==> src/ser_pkg.sv <==
// constants and check-code helpers for the error reporting unit
// assumes one system clock; no software-visible registers
package ser_pkg;
	localparam int SER_MST_W = 4;
	localparam int SER_NMST = 16;
	localparam int SER_AW = 32;
	localparam int SER_DW = 32;
	localparam int SER_CW = 7;
	localparam int SER_RF_AW = 5;
	localparam int SER_CACHE_CHK = 4;
	localparam int SER_LINE_W = 8;
	localparam int SER_CNT_W = 16;
	localparam logic [2:0] SER_FIX_CYCLES = 3'h6;
	localparam logic [7:0] SER_TRAP_IACC = 8'h01;
	localparam logic [7:0] SER_TRAP_DACC = 8'h09;
	localparam logic [7:0] SER_TRAP_REGACC = 8'h20;
	localparam logic [7:0] SER_TRAP_DSTORE = 8'h2b;
	localparam logic [1:0] SER_ACC_FETCH = 2'h0;
	localparam logic [1:0] SER_ACC_LOAD = 2'h1;
	localparam logic [1:0] SER_ACC_STORE = 2'h2;

	typedef enum logic [2:0] {
		SER_L2_IDLE = 3'h1,
		SER_L2_RD = 3'h2,
		SER_L2_WR = 3'h4
	} ser_l2_st_t;

	typedef enum logic [2:0] {
		SER_RF_IDLE = 3'h1,
		SER_RF_CHK = 3'h2,
		SER_RF_FIX = 3'h4
	} ser_rf_st_t;

	// single-error-correct, double-error-detect code over one data word
	function automatic logic [SER_CW-1:0] ser_ecc_gen(input logic [SER_DW-1:0] d);
		logic [38:0] cw;
		logic [SER_CW-1:0] c;
		int k;
		cw = '0;
		c = '0;
		k = 0;
		for (int p = 1; p < 39; p++) begin
			if ((p & (p - 1)) != 0) begin
				cw[p] = d[k];
				k++;
			end
		end
		for (int i = 0; i < 6; i++) begin
			for (int p = 1; p < 39; p++) begin
				if (p[i]) begin
					c[i] = c[i] ^ cw[p];
				end
			end
		end
		c[6] = ^{d, c[5:0]};
		return c;
	endfunction

	// one parity bit per byte of a cache word
	function automatic logic [SER_CACHE_CHK-1:0] ser_cache_par(input logic [SER_DW-1:0] d);
		logic [SER_CACHE_CHK-1:0] c;
		for (int b = 0; b < SER_CACHE_CHK; b++) begin
			c[b] = ^d[b*8 +: 8];
		end
		return c;
	endfunction
endpackage

==> src/ser_rf_if.sv <==
// carrier between the error unit and its register file memory
// assumes both ends share the system clock
`timescale 1ns/1ps
interface ser_rf_if;
	import ser_pkg::*;
	logic [SER_RF_AW-1:0] rd_addr_a;
	logic [SER_DW+SER_CW-1:0] rd_data_a;
	logic [SER_RF_AW-1:0] rd_addr_b;
	logic [SER_DW+SER_CW-1:0] rd_data_b;
	logic we;
	logic [SER_RF_AW-1:0] waddr;
	logic [SER_DW+SER_CW-1:0] wdata;
	modport mem (input rd_addr_a, rd_addr_b, we, waddr, wdata, output rd_data_a, rd_data_b);
	modport user (output rd_addr_a, rd_addr_b, we, waddr, wdata, input rd_data_a, rd_data_b);
endinterface

==> src/ser_secded.sv <==
// combinational check and repair of one stored register word
// assumes the check bits were made by ser_ecc_gen
`timescale 1ns/1ps
module ser_secded
	import ser_pkg::*;
(
	input wire logic [SER_DW-1:0] i_data,
	input wire logic [SER_CW-1:0] i_chk,
	output logic [SER_DW-1:0] o_data,
	output logic o_single,
	output logic o_double
);
	logic [5:0] syn;
	logic ovr;
	logic [SER_CW-1:0] regen;

	// syndrome names the flipped position; overall parity tells one from two
	always_comb begin
		int k;
		k = 0;
		regen = ser_ecc_gen(i_data);
		syn = regen[5:0] ^ i_chk[5:0];
		ovr = ^{i_data, i_chk};
		o_data = i_data;
		for (int p = 1; p < 39; p++) begin
			if ((p & (p - 1)) != 0) begin
				if (p == int'(syn)) begin
					o_data[k] = ~i_data[k];
				end
				k++;
			end
		end
		o_single = ovr;
		o_double = (syn != 6'h00) && !ovr;
	end
endmodule

==> src/ser_regmem.sv <==
// register file storage: one write port, two registered read ports
// assumes the user side arbitrates the write port
`timescale 1ns/1ps
module ser_regmem
	import ser_pkg::*;
(
	input wire logic i_sys_clk,
	input wire logic i_nrst,
	ser_rf_if.mem rf
);
	logic [SER_DW+SER_CW-1:0] mem [0:(1<<SER_RF_AW)-1];

	// array has no reset; contents are undefined until written
	always_ff @(posedge i_sys_clk) begin
		if (rf.we) begin
			mem[rf.waddr] <= rf.wdata;
		end
	end

	// read data leave from registers
	always_ff @(posedge i_sys_clk or negedge i_nrst) begin
		if (!i_nrst) begin
			rf.rd_data_a <= '0;
			rf.rd_data_b <= '0;
		end else begin
			rf.rd_data_a <= mem[rf.rd_addr_a];
			rf.rd_data_b <= mem[rf.rd_addr_b];
		end
	end
endmodule

==> src/ser_top.sv <==
// error detection and reporting: io access guard, l2 guard, traps, register
// file and cache checking; every input is from logic on the system clock
`timescale 1ns/1ps
// Overview of operation
// RL1: io guard answers violations with error
// RL2: l2 protected area access gets error
// RL3: uncorrectable memory error passed on as error
// RL4: io guard records offending master and address
// RL5: io guard may interrupt on violation
// RL6: violating io core halted, status bit set
// RL7: l2 interrupts on failed posted write
// RL8: load error trap 0x09, store 0x2b
// RL9: fetch error gives trap 0x01
// RL10: software masks store traps, uses monitor
// RL11: corrected-data side-band feeds the scrubber
// RL12: scrubber counts corrected memory errors
// RL13: register words carry correcting check code
// RL14: single error stalls instruction six cycles
// RL15: double register error gives trap 0x20
// RL16: cache words carry four check bits
// RL17: cache error flushes line, re-executes instruction
// RL18: mmu register error raises page fault
// RL19: memories reachable by diagnostic read/write
module ser_top
	import ser_pkg::*;
(
	input wire logic i_sys_clk,
	input wire logic i_nrst,
	input wire logic i_io_req,
	input wire logic [SER_MST_W-1:0] i_io_mst,
	input wire logic [SER_AW-1:0] i_io_addr,
	input wire logic [SER_NMST-1:0] i_io_perm,
	input wire logic i_iommu_irq_en,
	input wire logic i_iommu_irq_clr,
	input wire logic [SER_NMST-1:0] i_io_halt_clr,
	output logic o_io_resp_ok,
	output logic o_io_resp_err,
	output logic o_io_viol_valid,
	output logic [SER_MST_W-1:0] o_io_viol_mst,
	output logic [SER_AW-1:0] o_io_viol_addr,
	output logic o_iommu_irq,
	output logic [SER_NMST-1:0] o_io_halt,
	input wire logic i_l2_req,
	input wire logic i_l2_write,
	input wire logic [SER_AW-1:0] i_l2_addr,
	input wire logic i_l2_prot_en,
	input wire logic [SER_AW-1:0] i_l2_prot_base,
	input wire logic [SER_AW-1:0] i_l2_prot_limit,
	input wire logic i_l2_irq_clr,
	output logic o_l2_ready,
	output logic o_l2_resp_ok,
	output logic o_l2_resp_err,
	output logic [SER_DW-1:0] o_l2_rdata,
	output logic o_l2_irq,
	output logic o_mc_req,
	output logic o_mc_write,
	output logic [SER_AW-1:0] o_mc_addr,
	input wire logic i_mc_ack,
	input wire logic i_mc_uncorr,
	input wire logic i_mc_corr,
	input wire logic [SER_DW-1:0] i_mc_rdata,
	input wire logic i_busmon_clr,
	output logic o_busmon_irq,
	output logic o_corr_sideband,
	input wire logic i_scrub_cnt_clr,
	output logic [SER_CNT_W-1:0] o_scrub_cnt,
	input wire logic i_cpu_err,
	input wire logic [1:0] i_cpu_acc,
	input wire logic i_mmu_reg_err,
	output logic o_trap_valid,
	output logic [7:0] o_trap_code,
	output logic o_page_fault,
	input wire logic i_rf_rd,
	input wire logic [SER_RF_AW-1:0] i_rf_raddr,
	input wire logic i_rf_we,
	input wire logic [SER_RF_AW-1:0] i_rf_waddr,
	input wire logic [SER_DW-1:0] i_rf_wdata,
	output logic o_rf_rvalid,
	output logic [SER_DW-1:0] o_rf_rdata,
	output logic o_rf_stall,
	input wire logic i_cache_acc,
	input wire logic [SER_DW-1:0] i_cache_word,
	input wire logic [SER_CACHE_CHK-1:0] i_cache_chk,
	input wire logic [SER_LINE_W-1:0] i_cache_line,
	input wire logic [SER_DW-1:0] i_cache_wdata,
	output logic [SER_CACHE_CHK-1:0] o_cache_wchk,
	output logic o_cache_flush,
	output logic [SER_LINE_W-1:0] o_cache_flush_line,
	output logic o_cache_reexec,
	input wire logic i_diag_req,
	input wire logic i_diag_we,
	input wire logic [SER_RF_AW-1:0] i_diag_addr,
	input wire logic [SER_DW+SER_CW-1:0] i_diag_wdata,
	output logic o_diag_ack,
	output logic [SER_DW+SER_CW-1:0] o_diag_rdata
);
	ser_rf_if rf ();
	ser_l2_st_t l2_st_r, l2_st_nxt;
	ser_rf_st_t rf_st_r;
	logic io_viol, l2_prot, l2_take, busmon_set;
	logic [SER_DW-1:0] fix_data;
	logic fix_single, fix_double;
	logic [SER_DW-1:0] fix_data_r;
	logic [SER_RF_AW-1:0] rf_addr_r;
	logic [2:0] fix_cnt_r;
	logic wb_we, pipe_we, diag_we, diag_d1_r;

	// io access guard: a master without permission is refused
	assign io_viol = i_io_req && !i_io_perm[i_io_mst];
	always_ff @(posedge i_sys_clk or negedge i_nrst) begin
		if (!i_nrst) begin
			o_io_resp_ok <= 1'b0;
			o_io_resp_err <= 1'b0;
			o_io_viol_valid <= 1'b0;
			o_io_viol_mst <= '0;
			o_io_viol_addr <= '0;
		end else begin
			o_io_resp_ok <= i_io_req && !io_viol;
			o_io_resp_err <= io_viol; // see RL1
			o_io_viol_valid <= io_viol;
			if (io_viol) begin
				o_io_viol_mst <= i_io_mst; // see RL4
				o_io_viol_addr <= i_io_addr; // see RL4
			end
		end
	end

	// sticky flags: a set in the clear cycle wins so no event is lost
	always_ff @(posedge i_sys_clk or negedge i_nrst) begin
		if (!i_nrst) begin
			o_iommu_irq <= 1'b0;
			o_io_halt <= '0;
		end else begin
			o_iommu_irq <= (io_viol && i_iommu_irq_en) || (o_iommu_irq && !i_iommu_irq_clr); // see RL5
			for (int m = 0; m < SER_NMST; m++) begin
				o_io_halt[m] <= (io_viol && (i_io_mst == m[SER_MST_W-1:0]))
					|| (o_io_halt[m] && !i_io_halt_clr[m]); // see RL6
			end
		end
	end

	// l2 front end: one access outstanding; writes are posted
	assign l2_prot = i_l2_prot_en && (i_l2_addr >= i_l2_prot_base)
		&& (i_l2_addr <= i_l2_prot_limit);
	assign l2_take = (l2_st_r == SER_L2_IDLE) && i_l2_req;
	always_comb begin
		case (l2_st_r)
			SER_L2_IDLE: l2_st_nxt = (i_l2_req && !l2_prot)
				? (i_l2_write ? SER_L2_WR : SER_L2_RD) : SER_L2_IDLE;
			SER_L2_RD, SER_L2_WR: l2_st_nxt = i_mc_ack ? SER_L2_IDLE : l2_st_r;
			default: l2_st_nxt = SER_L2_IDLE;
		endcase
	end

	always_ff @(posedge i_sys_clk or negedge i_nrst) begin
		if (!i_nrst) begin
			l2_st_r <= SER_L2_IDLE;
			o_l2_ready <= 1'b0;
			o_l2_resp_ok <= 1'b0;
			o_l2_resp_err <= 1'b0;
			o_l2_rdata <= '0;
			o_mc_req <= 1'b0;
			o_mc_write <= 1'b0;
			o_mc_addr <= '0;
		end else begin
			l2_st_r <= l2_st_nxt;
			o_l2_ready <= (l2_st_nxt == SER_L2_IDLE);
			o_mc_req <= l2_take && !l2_prot;
			if (l2_take) begin
				o_mc_write <= i_l2_write;
				o_mc_addr <= i_l2_addr;
			end
			// protected area refused at once; posted write acked at once
			o_l2_resp_err <= (l2_take && l2_prot) // see RL2
				|| (l2_st_r == SER_L2_RD && i_mc_ack && i_mc_uncorr); // see RL3
			o_l2_resp_ok <= (l2_take && !l2_prot && i_l2_write)
				|| (l2_st_r == SER_L2_RD && i_mc_ack && !i_mc_uncorr);
			if (l2_st_r == SER_L2_RD && i_mc_ack) begin
				o_l2_rdata <= i_mc_rdata;
			end
		end
	end

	// late write failure can only be told by interrupt; bus monitor sees any io or l2 error response
	assign busmon_set = o_io_resp_err || o_l2_resp_err; // see RL10
	always_ff @(posedge i_sys_clk or negedge i_nrst) begin
		if (!i_nrst) begin
			o_l2_irq <= 1'b0;
			o_busmon_irq <= 1'b0;
		end else begin
			o_l2_irq <= (l2_st_r == SER_L2_WR && i_mc_ack && i_mc_uncorr)
				|| (o_l2_irq && !i_l2_irq_clr); // see RL7
			o_busmon_irq <= busmon_set || (o_busmon_irq && !i_busmon_clr);
		end
	end

	// corrected-data side-band and saturating scrubber statistics
	always_ff @(posedge i_sys_clk or negedge i_nrst) begin
		if (!i_nrst) begin
			o_corr_sideband <= 1'b0;
			o_scrub_cnt <= '0;
		end else begin
			o_corr_sideband <= i_mc_ack && i_mc_corr; // see RL11
			if (o_corr_sideband && !(&o_scrub_cnt)) begin
				o_scrub_cnt <= o_scrub_cnt + 1'b1; // see RL12
			end else if (i_scrub_cnt_clr) begin
				o_scrub_cnt <= '0;
			end
		end
	end

	// trap mapping; a register file double error outranks a bus error
	always_ff @(posedge i_sys_clk or negedge i_nrst) begin
		if (!i_nrst) begin
			o_trap_valid <= 1'b0;
			o_trap_code <= '0;
			o_page_fault <= 1'b0;
		end else begin
			o_page_fault <= i_mmu_reg_err; // see RL18
			o_trap_valid <= (rf_st_r == SER_RF_CHK && fix_double) || i_cpu_err;
			if (rf_st_r == SER_RF_CHK && fix_double) begin
				o_trap_code <= SER_TRAP_REGACC; // see RL15
			end else if (i_cpu_err) begin
				case (i_cpu_acc)
					SER_ACC_FETCH: o_trap_code <= SER_TRAP_IACC; // see RL9
					SER_ACC_LOAD: o_trap_code <= SER_TRAP_DACC; // see RL8
					default: o_trap_code <= SER_TRAP_DSTORE; // see RL8
				endcase
			end
		end
	end

	// register file memory and its check
	ser_regmem u_mem (
		.i_sys_clk(i_sys_clk),
		.i_nrst(i_nrst),
		.rf(rf.mem)
	);
	ser_secded u_dec (
		.i_data(rf.rd_data_a[SER_DW+SER_CW-1:SER_CW]),
		.i_chk(rf.rd_data_a[SER_CW-1:0]),
		.o_data(fix_data),
		.o_single(fix_single),
		.o_double(fix_double)
	);

	// write port: repair beats pipeline beats diagnostics
	assign wb_we = (rf_st_r == SER_RF_FIX) && (fix_cnt_r == SER_FIX_CYCLES - 3'h1);
	assign pipe_we = i_rf_we && !o_rf_stall && !wb_we;
	assign diag_we = i_diag_req && i_diag_we && !wb_we && !pipe_we;
	assign rf.rd_addr_a = i_rf_raddr;
	assign rf.rd_addr_b = i_diag_addr;
	assign rf.we = wb_we || pipe_we || diag_we;
	assign rf.waddr = wb_we ? rf_addr_r : (pipe_we ? i_rf_waddr : i_diag_addr);
	always_comb begin
		if (wb_we) begin
			rf.wdata = {fix_data_r, ser_ecc_gen(fix_data_r)}; // see RL13
		end else if (pipe_we) begin
			rf.wdata = {i_rf_wdata, ser_ecc_gen(i_rf_wdata)}; // see RL13
		end else begin
			rf.wdata = i_diag_wdata; // raw, so check bits can be corrupted on purpose
		end
	end

	// read, check, then answer, trap a double error, or spend six cycles repairing
	always_ff @(posedge i_sys_clk or negedge i_nrst) begin
		if (!i_nrst) begin
			rf_st_r <= SER_RF_IDLE;
			rf_addr_r <= '0;
			fix_data_r <= '0;
			fix_cnt_r <= '0;
			o_rf_rvalid <= 1'b0;
			o_rf_rdata <= '0;
			o_rf_stall <= 1'b0;
		end else begin
			o_rf_rvalid <= 1'b0;
			case (rf_st_r)
				SER_RF_IDLE: begin
					if (i_rf_rd) begin
						rf_addr_r <= i_rf_raddr;
						rf_st_r <= SER_RF_CHK;
					end
				end
				SER_RF_CHK: begin
					if (fix_double) begin
						rf_st_r <= SER_RF_IDLE;
					end else if (fix_single) begin
						fix_data_r <= fix_data;
						fix_cnt_r <= SER_FIX_CYCLES - 3'h1;
						o_rf_stall <= 1'b1; // see RL14
						rf_st_r <= SER_RF_FIX;
					end else begin
						o_rf_rdata <= fix_data;
						o_rf_rvalid <= 1'b1;
						rf_st_r <= SER_RF_IDLE;
					end
				end
				SER_RF_FIX: begin
					if (fix_cnt_r == 3'h0) begin
						o_rf_stall <= 1'b0;
						o_rf_rdata <= fix_data_r;
						o_rf_rvalid <= 1'b1;
						rf_st_r <= SER_RF_IDLE;
					end else begin
						fix_cnt_r <= fix_cnt_r - 3'h1; // see RL14
					end
				end
				default: rf_st_r <= SER_RF_IDLE;
			endcase
		end
	end

	// diagnostic port answers two cycles after it is served
	always_ff @(posedge i_sys_clk or negedge i_nrst) begin
		if (!i_nrst) begin
			diag_d1_r <= 1'b0;
			o_diag_ack <= 1'b0;
			o_diag_rdata <= '0;
		end else begin
			diag_d1_r <= i_diag_req && (!i_diag_we || diag_we); // see RL19
			o_diag_ack <= diag_d1_r;
			if (diag_d1_r) begin
				o_diag_rdata <= rf.rd_data_b;
			end
		end
	end

	// cache checking: byte parity made on write, checked on every access
	always_ff @(posedge i_sys_clk or negedge i_nrst) begin
		if (!i_nrst) begin
			o_cache_wchk <= '0;
			o_cache_flush <= 1'b0;
			o_cache_flush_line <= '0;
			o_cache_reexec <= 1'b0;
		end else begin
			o_cache_wchk <= ser_cache_par(i_cache_wdata); // see RL16
			o_cache_flush <= i_cache_acc && (ser_cache_par(i_cache_word) != i_cache_chk);
			o_cache_reexec <= i_cache_acc && (ser_cache_par(i_cache_word) != i_cache_chk);
			if (i_cache_acc) begin
				o_cache_flush_line <= i_cache_line; // see RL17
			end
		end
	end
endmodule

==> config.mk <==
export PLATFORM = sky130hd
export DESIGN_NAME = ser_top
export DESIGN_NICKNAME = d
export VERILOG_FILES = /design/src/ser_pkg.sv /design/src/ser_rf_if.sv /design/src/ser_secded.sv /design/src/ser_regmem.sv /design/src/ser_top.sv
export SDC_FILE = /design/constraint.sdc
export NUM_CORES = 2
export LEC_CHECK = 0
export ABC_AREA = 0
export ABC_CLOCK_PERIOD_IN_PS = 3900
export BUFFER_PORTS_ARGS = -buffer_cell sky130_fd_sc_hd__buf_2
export CAP_MARGIN = 20
export CORE_ASPECT_RATIO = 1.2
export CORE_MARGIN = 2
export CORE_UTILIZATION = 30
export DETAILED_ROUTE_END_ITERATION = 8
export PLACE_DENSITY = 0.48
export SYNTH_ARGS = -nofsm -noshare
export SYNTH_HDL_FRONTEND = slang
export SYNTH_SLANG_ARGS = --single-unit
==> constraint.sdc <==
create_clock -name i_sys_clk -period 3.9 [get_ports i_sys_clk]
set_input_delay 0.195 -clock i_sys_clk [delete_from_list [all_inputs] [get_ports i_sys_clk]]
set_output_delay 0.195 -clock i_sys_clk [all_outputs]
set_load 0.01 [all_outputs]
==> summary.md <==
| Metric | Value |
|---|---|
| Total iterations of the first detailed-routing run | 6 |
| Reg2reg setup slack | 0.58 ns |
| CTS buffer count | 174 |
| Status | complete, no violations |
| Hold path startpoint | i_mmu_reg_err |
| Critical path required time | 4.61 ns |
| Static leakage | 32.5 nW |
| Crit-path max FO | 5 |
| Vias | 44500 |
| Fillers | 23300 |
| Final Slew Violations | 0 |
| Most frequent cells in the layout | edfxtp_1, mux4_2, buf_2, dfrtp_1, nand2_1 |
| Post-CTS Setup Bufs | 0 |
| Max frequency | roughly 0.3 GHz |
| Maxcap violations | 0 |
| Pwr/cell area | 564 nW/um2 |
| Mapped cell area | 75500 um2 |
| Die area | 256000 um2 |
| I/O pins | 623 |
| Setup crit start | u_mem.rf.rd_data_a[37] |
| CP endpoint | o_trap_code[5] |
| CP max stage cell | dlygate4sd3_1 |
| Dpl hpwl | 191000 um |
| DIE WIDTH | ~460 um |
| Worst Skew | 0.0613 ns |
| R2R cell count | 9 |
| Ys Warns | 0 |
| Critical Path Stages | 9 |
| Die Ht | ~550 um |
| Commonest non-fill, non-tap cell in the layout | edfxtp_1 |
| Largest net degree at the start of global routing | 93 |
| Total track usage | 22.0% |
| Row cnt | 201 |
| Met2 GRT Util | 38.4% |
| Met3 Usage GRT | ~3.3% |
| Register area share after synthesis | 61.6% |
| Setup TNS Final | 0 ns |
| CTS tree | yes |
| Rel. slew slack | 27.8% |
| Drt wl/cell | between 30 and 40 um |
| EDFF count, synth | 1248 |
| CP cell instances | xnor2_1 -> xnor3_1 -> xor3_1 -> nand2b_1 -> inv_1 -> nand3_1 -> nand2b_1 -> nand3_1 -> dlygate4sd3_1 |
| Worst Tran Pin Value | 1.08 ns |
| Routed WL | 286000 um |
| Worst EP arrival | 4.03 ns |
| DRT iter0 DRCs | between 3000 and 4000 |
| Initial Util | 30.2% |
| Final ANT Viol Nets | 0 |
| Worst-skew pair later-pin latency | 0.85 ns |
| Synth Area per Inst | 18.6 um2 |
| Vias in the first global route | 46900 |
| Area Growth Syn to Fin | 22.2% |
| Critical path class | reg -> reg |
| RSZ-0062 raised after global routing | false |
| Worst setup margin | between 0.5 and 0.6 ns |
| Post-cts repair resize count | 0 |
| Share of cells above drive strength 1 | between 40% and 50% |
| Pre-CTS setup slack | between 0.7 and 0.8 ns |
| Residual DRC | 0 |
| Wire length of the first global-routing pass | 388000 um |
| Fin crit share | 85.1% |
| Cell count after synthesis | 4048 |
| CTS H-Tree Depth | 4 |
| Fraction of registers with async set/reset | between 20 and 25% |
| RR Startpoint | u_mem.rf.rd_data_a[37] |
| Core area | approximately 250000 um2 |
| Tmin final | 3.32 ns |
| Root Driver | clkbuf_16 |
| CP startpoint kind | flop |
| CTS Hold Bufs | 192 |
| Final setup violation count | 0 |
| IO Port Bufs | just over 600 |
| Clock Path Buffers | 4 |
| Placed Area | 84700 um2 |
| Final instance area | 92300 um2 |
| RePlAce Congestion | 0.927 |
| Worst min path class | in -> reg |
| Clk pin slew, worst setup/hold paths | 0.06 ns |
| Crit path capture type | flop |
| Bufs and invs on worst path | 2 |
| Worst path max stage delay | 0.57 ns |
| Most Used Layer, Global Route | met2 |
| Synth Register Bits | 1609 |
| VDD IR max | 0.741 mV |
| Top delay family on crit path | XOR/XNOR gates |
| Post-Layout Cell Count | 8500 |
| FF-to-FF End | o_trap_code[5] |
| Placed Cells | 7959 |
| GRT overflow | 0 |
| Initial antenna violation count | 44 |
| Final Hold Fails | 0 |
| Post-synth cell types | 66 |
| Synth Flop Type | edfxtp_1 |
| CTS sink count | 1609 |
| Met1 Usage GRT | 25.2% |
| Vias per inst | around 5.2 |
| Layout Nets | 5427 |
[synth_stat cells (4+ instances only)]
cell type,number,area share (%)
nand2b_1,12,0.099
nand2_1,245,1.2
a21oi_1,50,0.33
o21ai_0,35,0.23
dfrtp_1,359,12
o211ai_1,4,0.040
o22ai_1,20,0.17
ha_1,68,1.1
mux2_1,6,0.089
xnor2_1,214,2.5
nor2b_1,7,0.058
nor3_1,5,0.033
and2_1,6,0.050
nand4_1,16,0.13
buf_2,9,0.060
edfxtp_1,1248,50
mux4_2,785,23
nor4bb_1,4,0.053
buf_4,9,0.089
o21a_1,6,0.060
clkbuf_1,183,0.91
mux2_2,234,3.5
buf_1,51,0.25
xnor3_1,13,0.39
xor2_1,52,0.60
xnor2_2,5,0.11
mux2i_1,27,0.36
inv_1,93,0.46
o31ai_1,4,0.040
and3_1,6,0.050
nand3_1,24,0.16
a31oi_1,37,0.31
a21o_1,27,0.27
nor2_1,135,0.67
[cell type report]
| cell class | instances | area, um2 | share of cell area [%] |
|---|---|---|---|
| flip-flops and latches | 1609 | 46500 | 50.4 |
| diodes | 39 | 97.6 | 0.106 |
| clock inverters | 63 | 518 | 0.561 |
| inverters | 93 | 349 | 0.378 |
| well taps | 3349 | 4190 | 4.54 |
| multi-input cells | 2097 | 28200 | 30.6 |
| repair buffers | 1003 | 7390 | 8.01 |
| clock buffers | 247 | 5010 | 5.43 |
[state kept, by name, indices dropped and copies added, names as in the netlist, 4 cells and up]
signal / cells
u_mem.rf.rd_data_a: 39
o_cache_wchk: 4
o_l2_rdata: 32
o_scrub_cnt: 16
o_trap_code: 4
o_rf_rdata: 32
o_io_viol_mst: 4
o_mc_addr: 32
fix_data_r: 32
u_mem.rf.rd_data_b: 39
o_io_halt: 16
o_cache_flush_line: 8
o_io_viol_addr: 32
o_diag_rdata: 39
rf_addr_r: 5
u_mem.mem: 1248
[power breakdown]
part	internal, mW	total [mW]	switching (mW)
combinational	5.55	13.5	7.98
clock	9.45	16.4	6.99
sequential	20.6	22.1	1.46
total	35.6	52.1	16.4
[through the flow]
stage	total power, mW	utilization (%)	hold WS, ns
after floorplan	29.9	-	-0.101
after global placement	35.8	33.9	0.214
after detailed placement	35.8	33.9	0.211
after CTS	52.5	36.9	0.00561
after global routing	53.9	36.9	0.0500
final	52.1	36.9	0.0518
[per-layer routing]
metal / up-vias / routed length (um)
met1: 23900 / 104000
li1: 18300 / -
met5: - / 208
met2: 1778 / 145000
met3: 524 / 16000
met4: 28 / 21300
[kinds of logic (layout without fill, tap and decap cells)]
| logic type | after synthesis | in the layout | synth area share, % |
|---|---|---|---|
| flops | 1609 | 1609 | 61.6 |
| compound gates | 204 | 204 | 1.69 |
| other cells | 1 | 43 | 0.00497 |
| buf+inv | 345 | 1406 | 1.78 |
| mux | 1052 | 1052 | 27.4 |
| simple gates | 482 | 482 | 2.76 |
| fa+ha+maj | 68 | 68 | 1.13 |
| xor+xnor | 287 | 287 | 3.68 |
[how the worst min path moves through the flow]
stage | to | slack [ns] | cells after the start
floorplan | diag_d1_r | -0.10 | 0
finish | o_page_fault | 0.05 | 2
global route | o_page_fault | 0.05 | 2
global placement | o_mc_addr[19] | 0.21 | 1
CTS | o_page_fault | 0.006 | 2
detailed placement | o_mc_addr[19] | 0.21 | 1
Note: power is estimated with default switching activity, not from simulation.
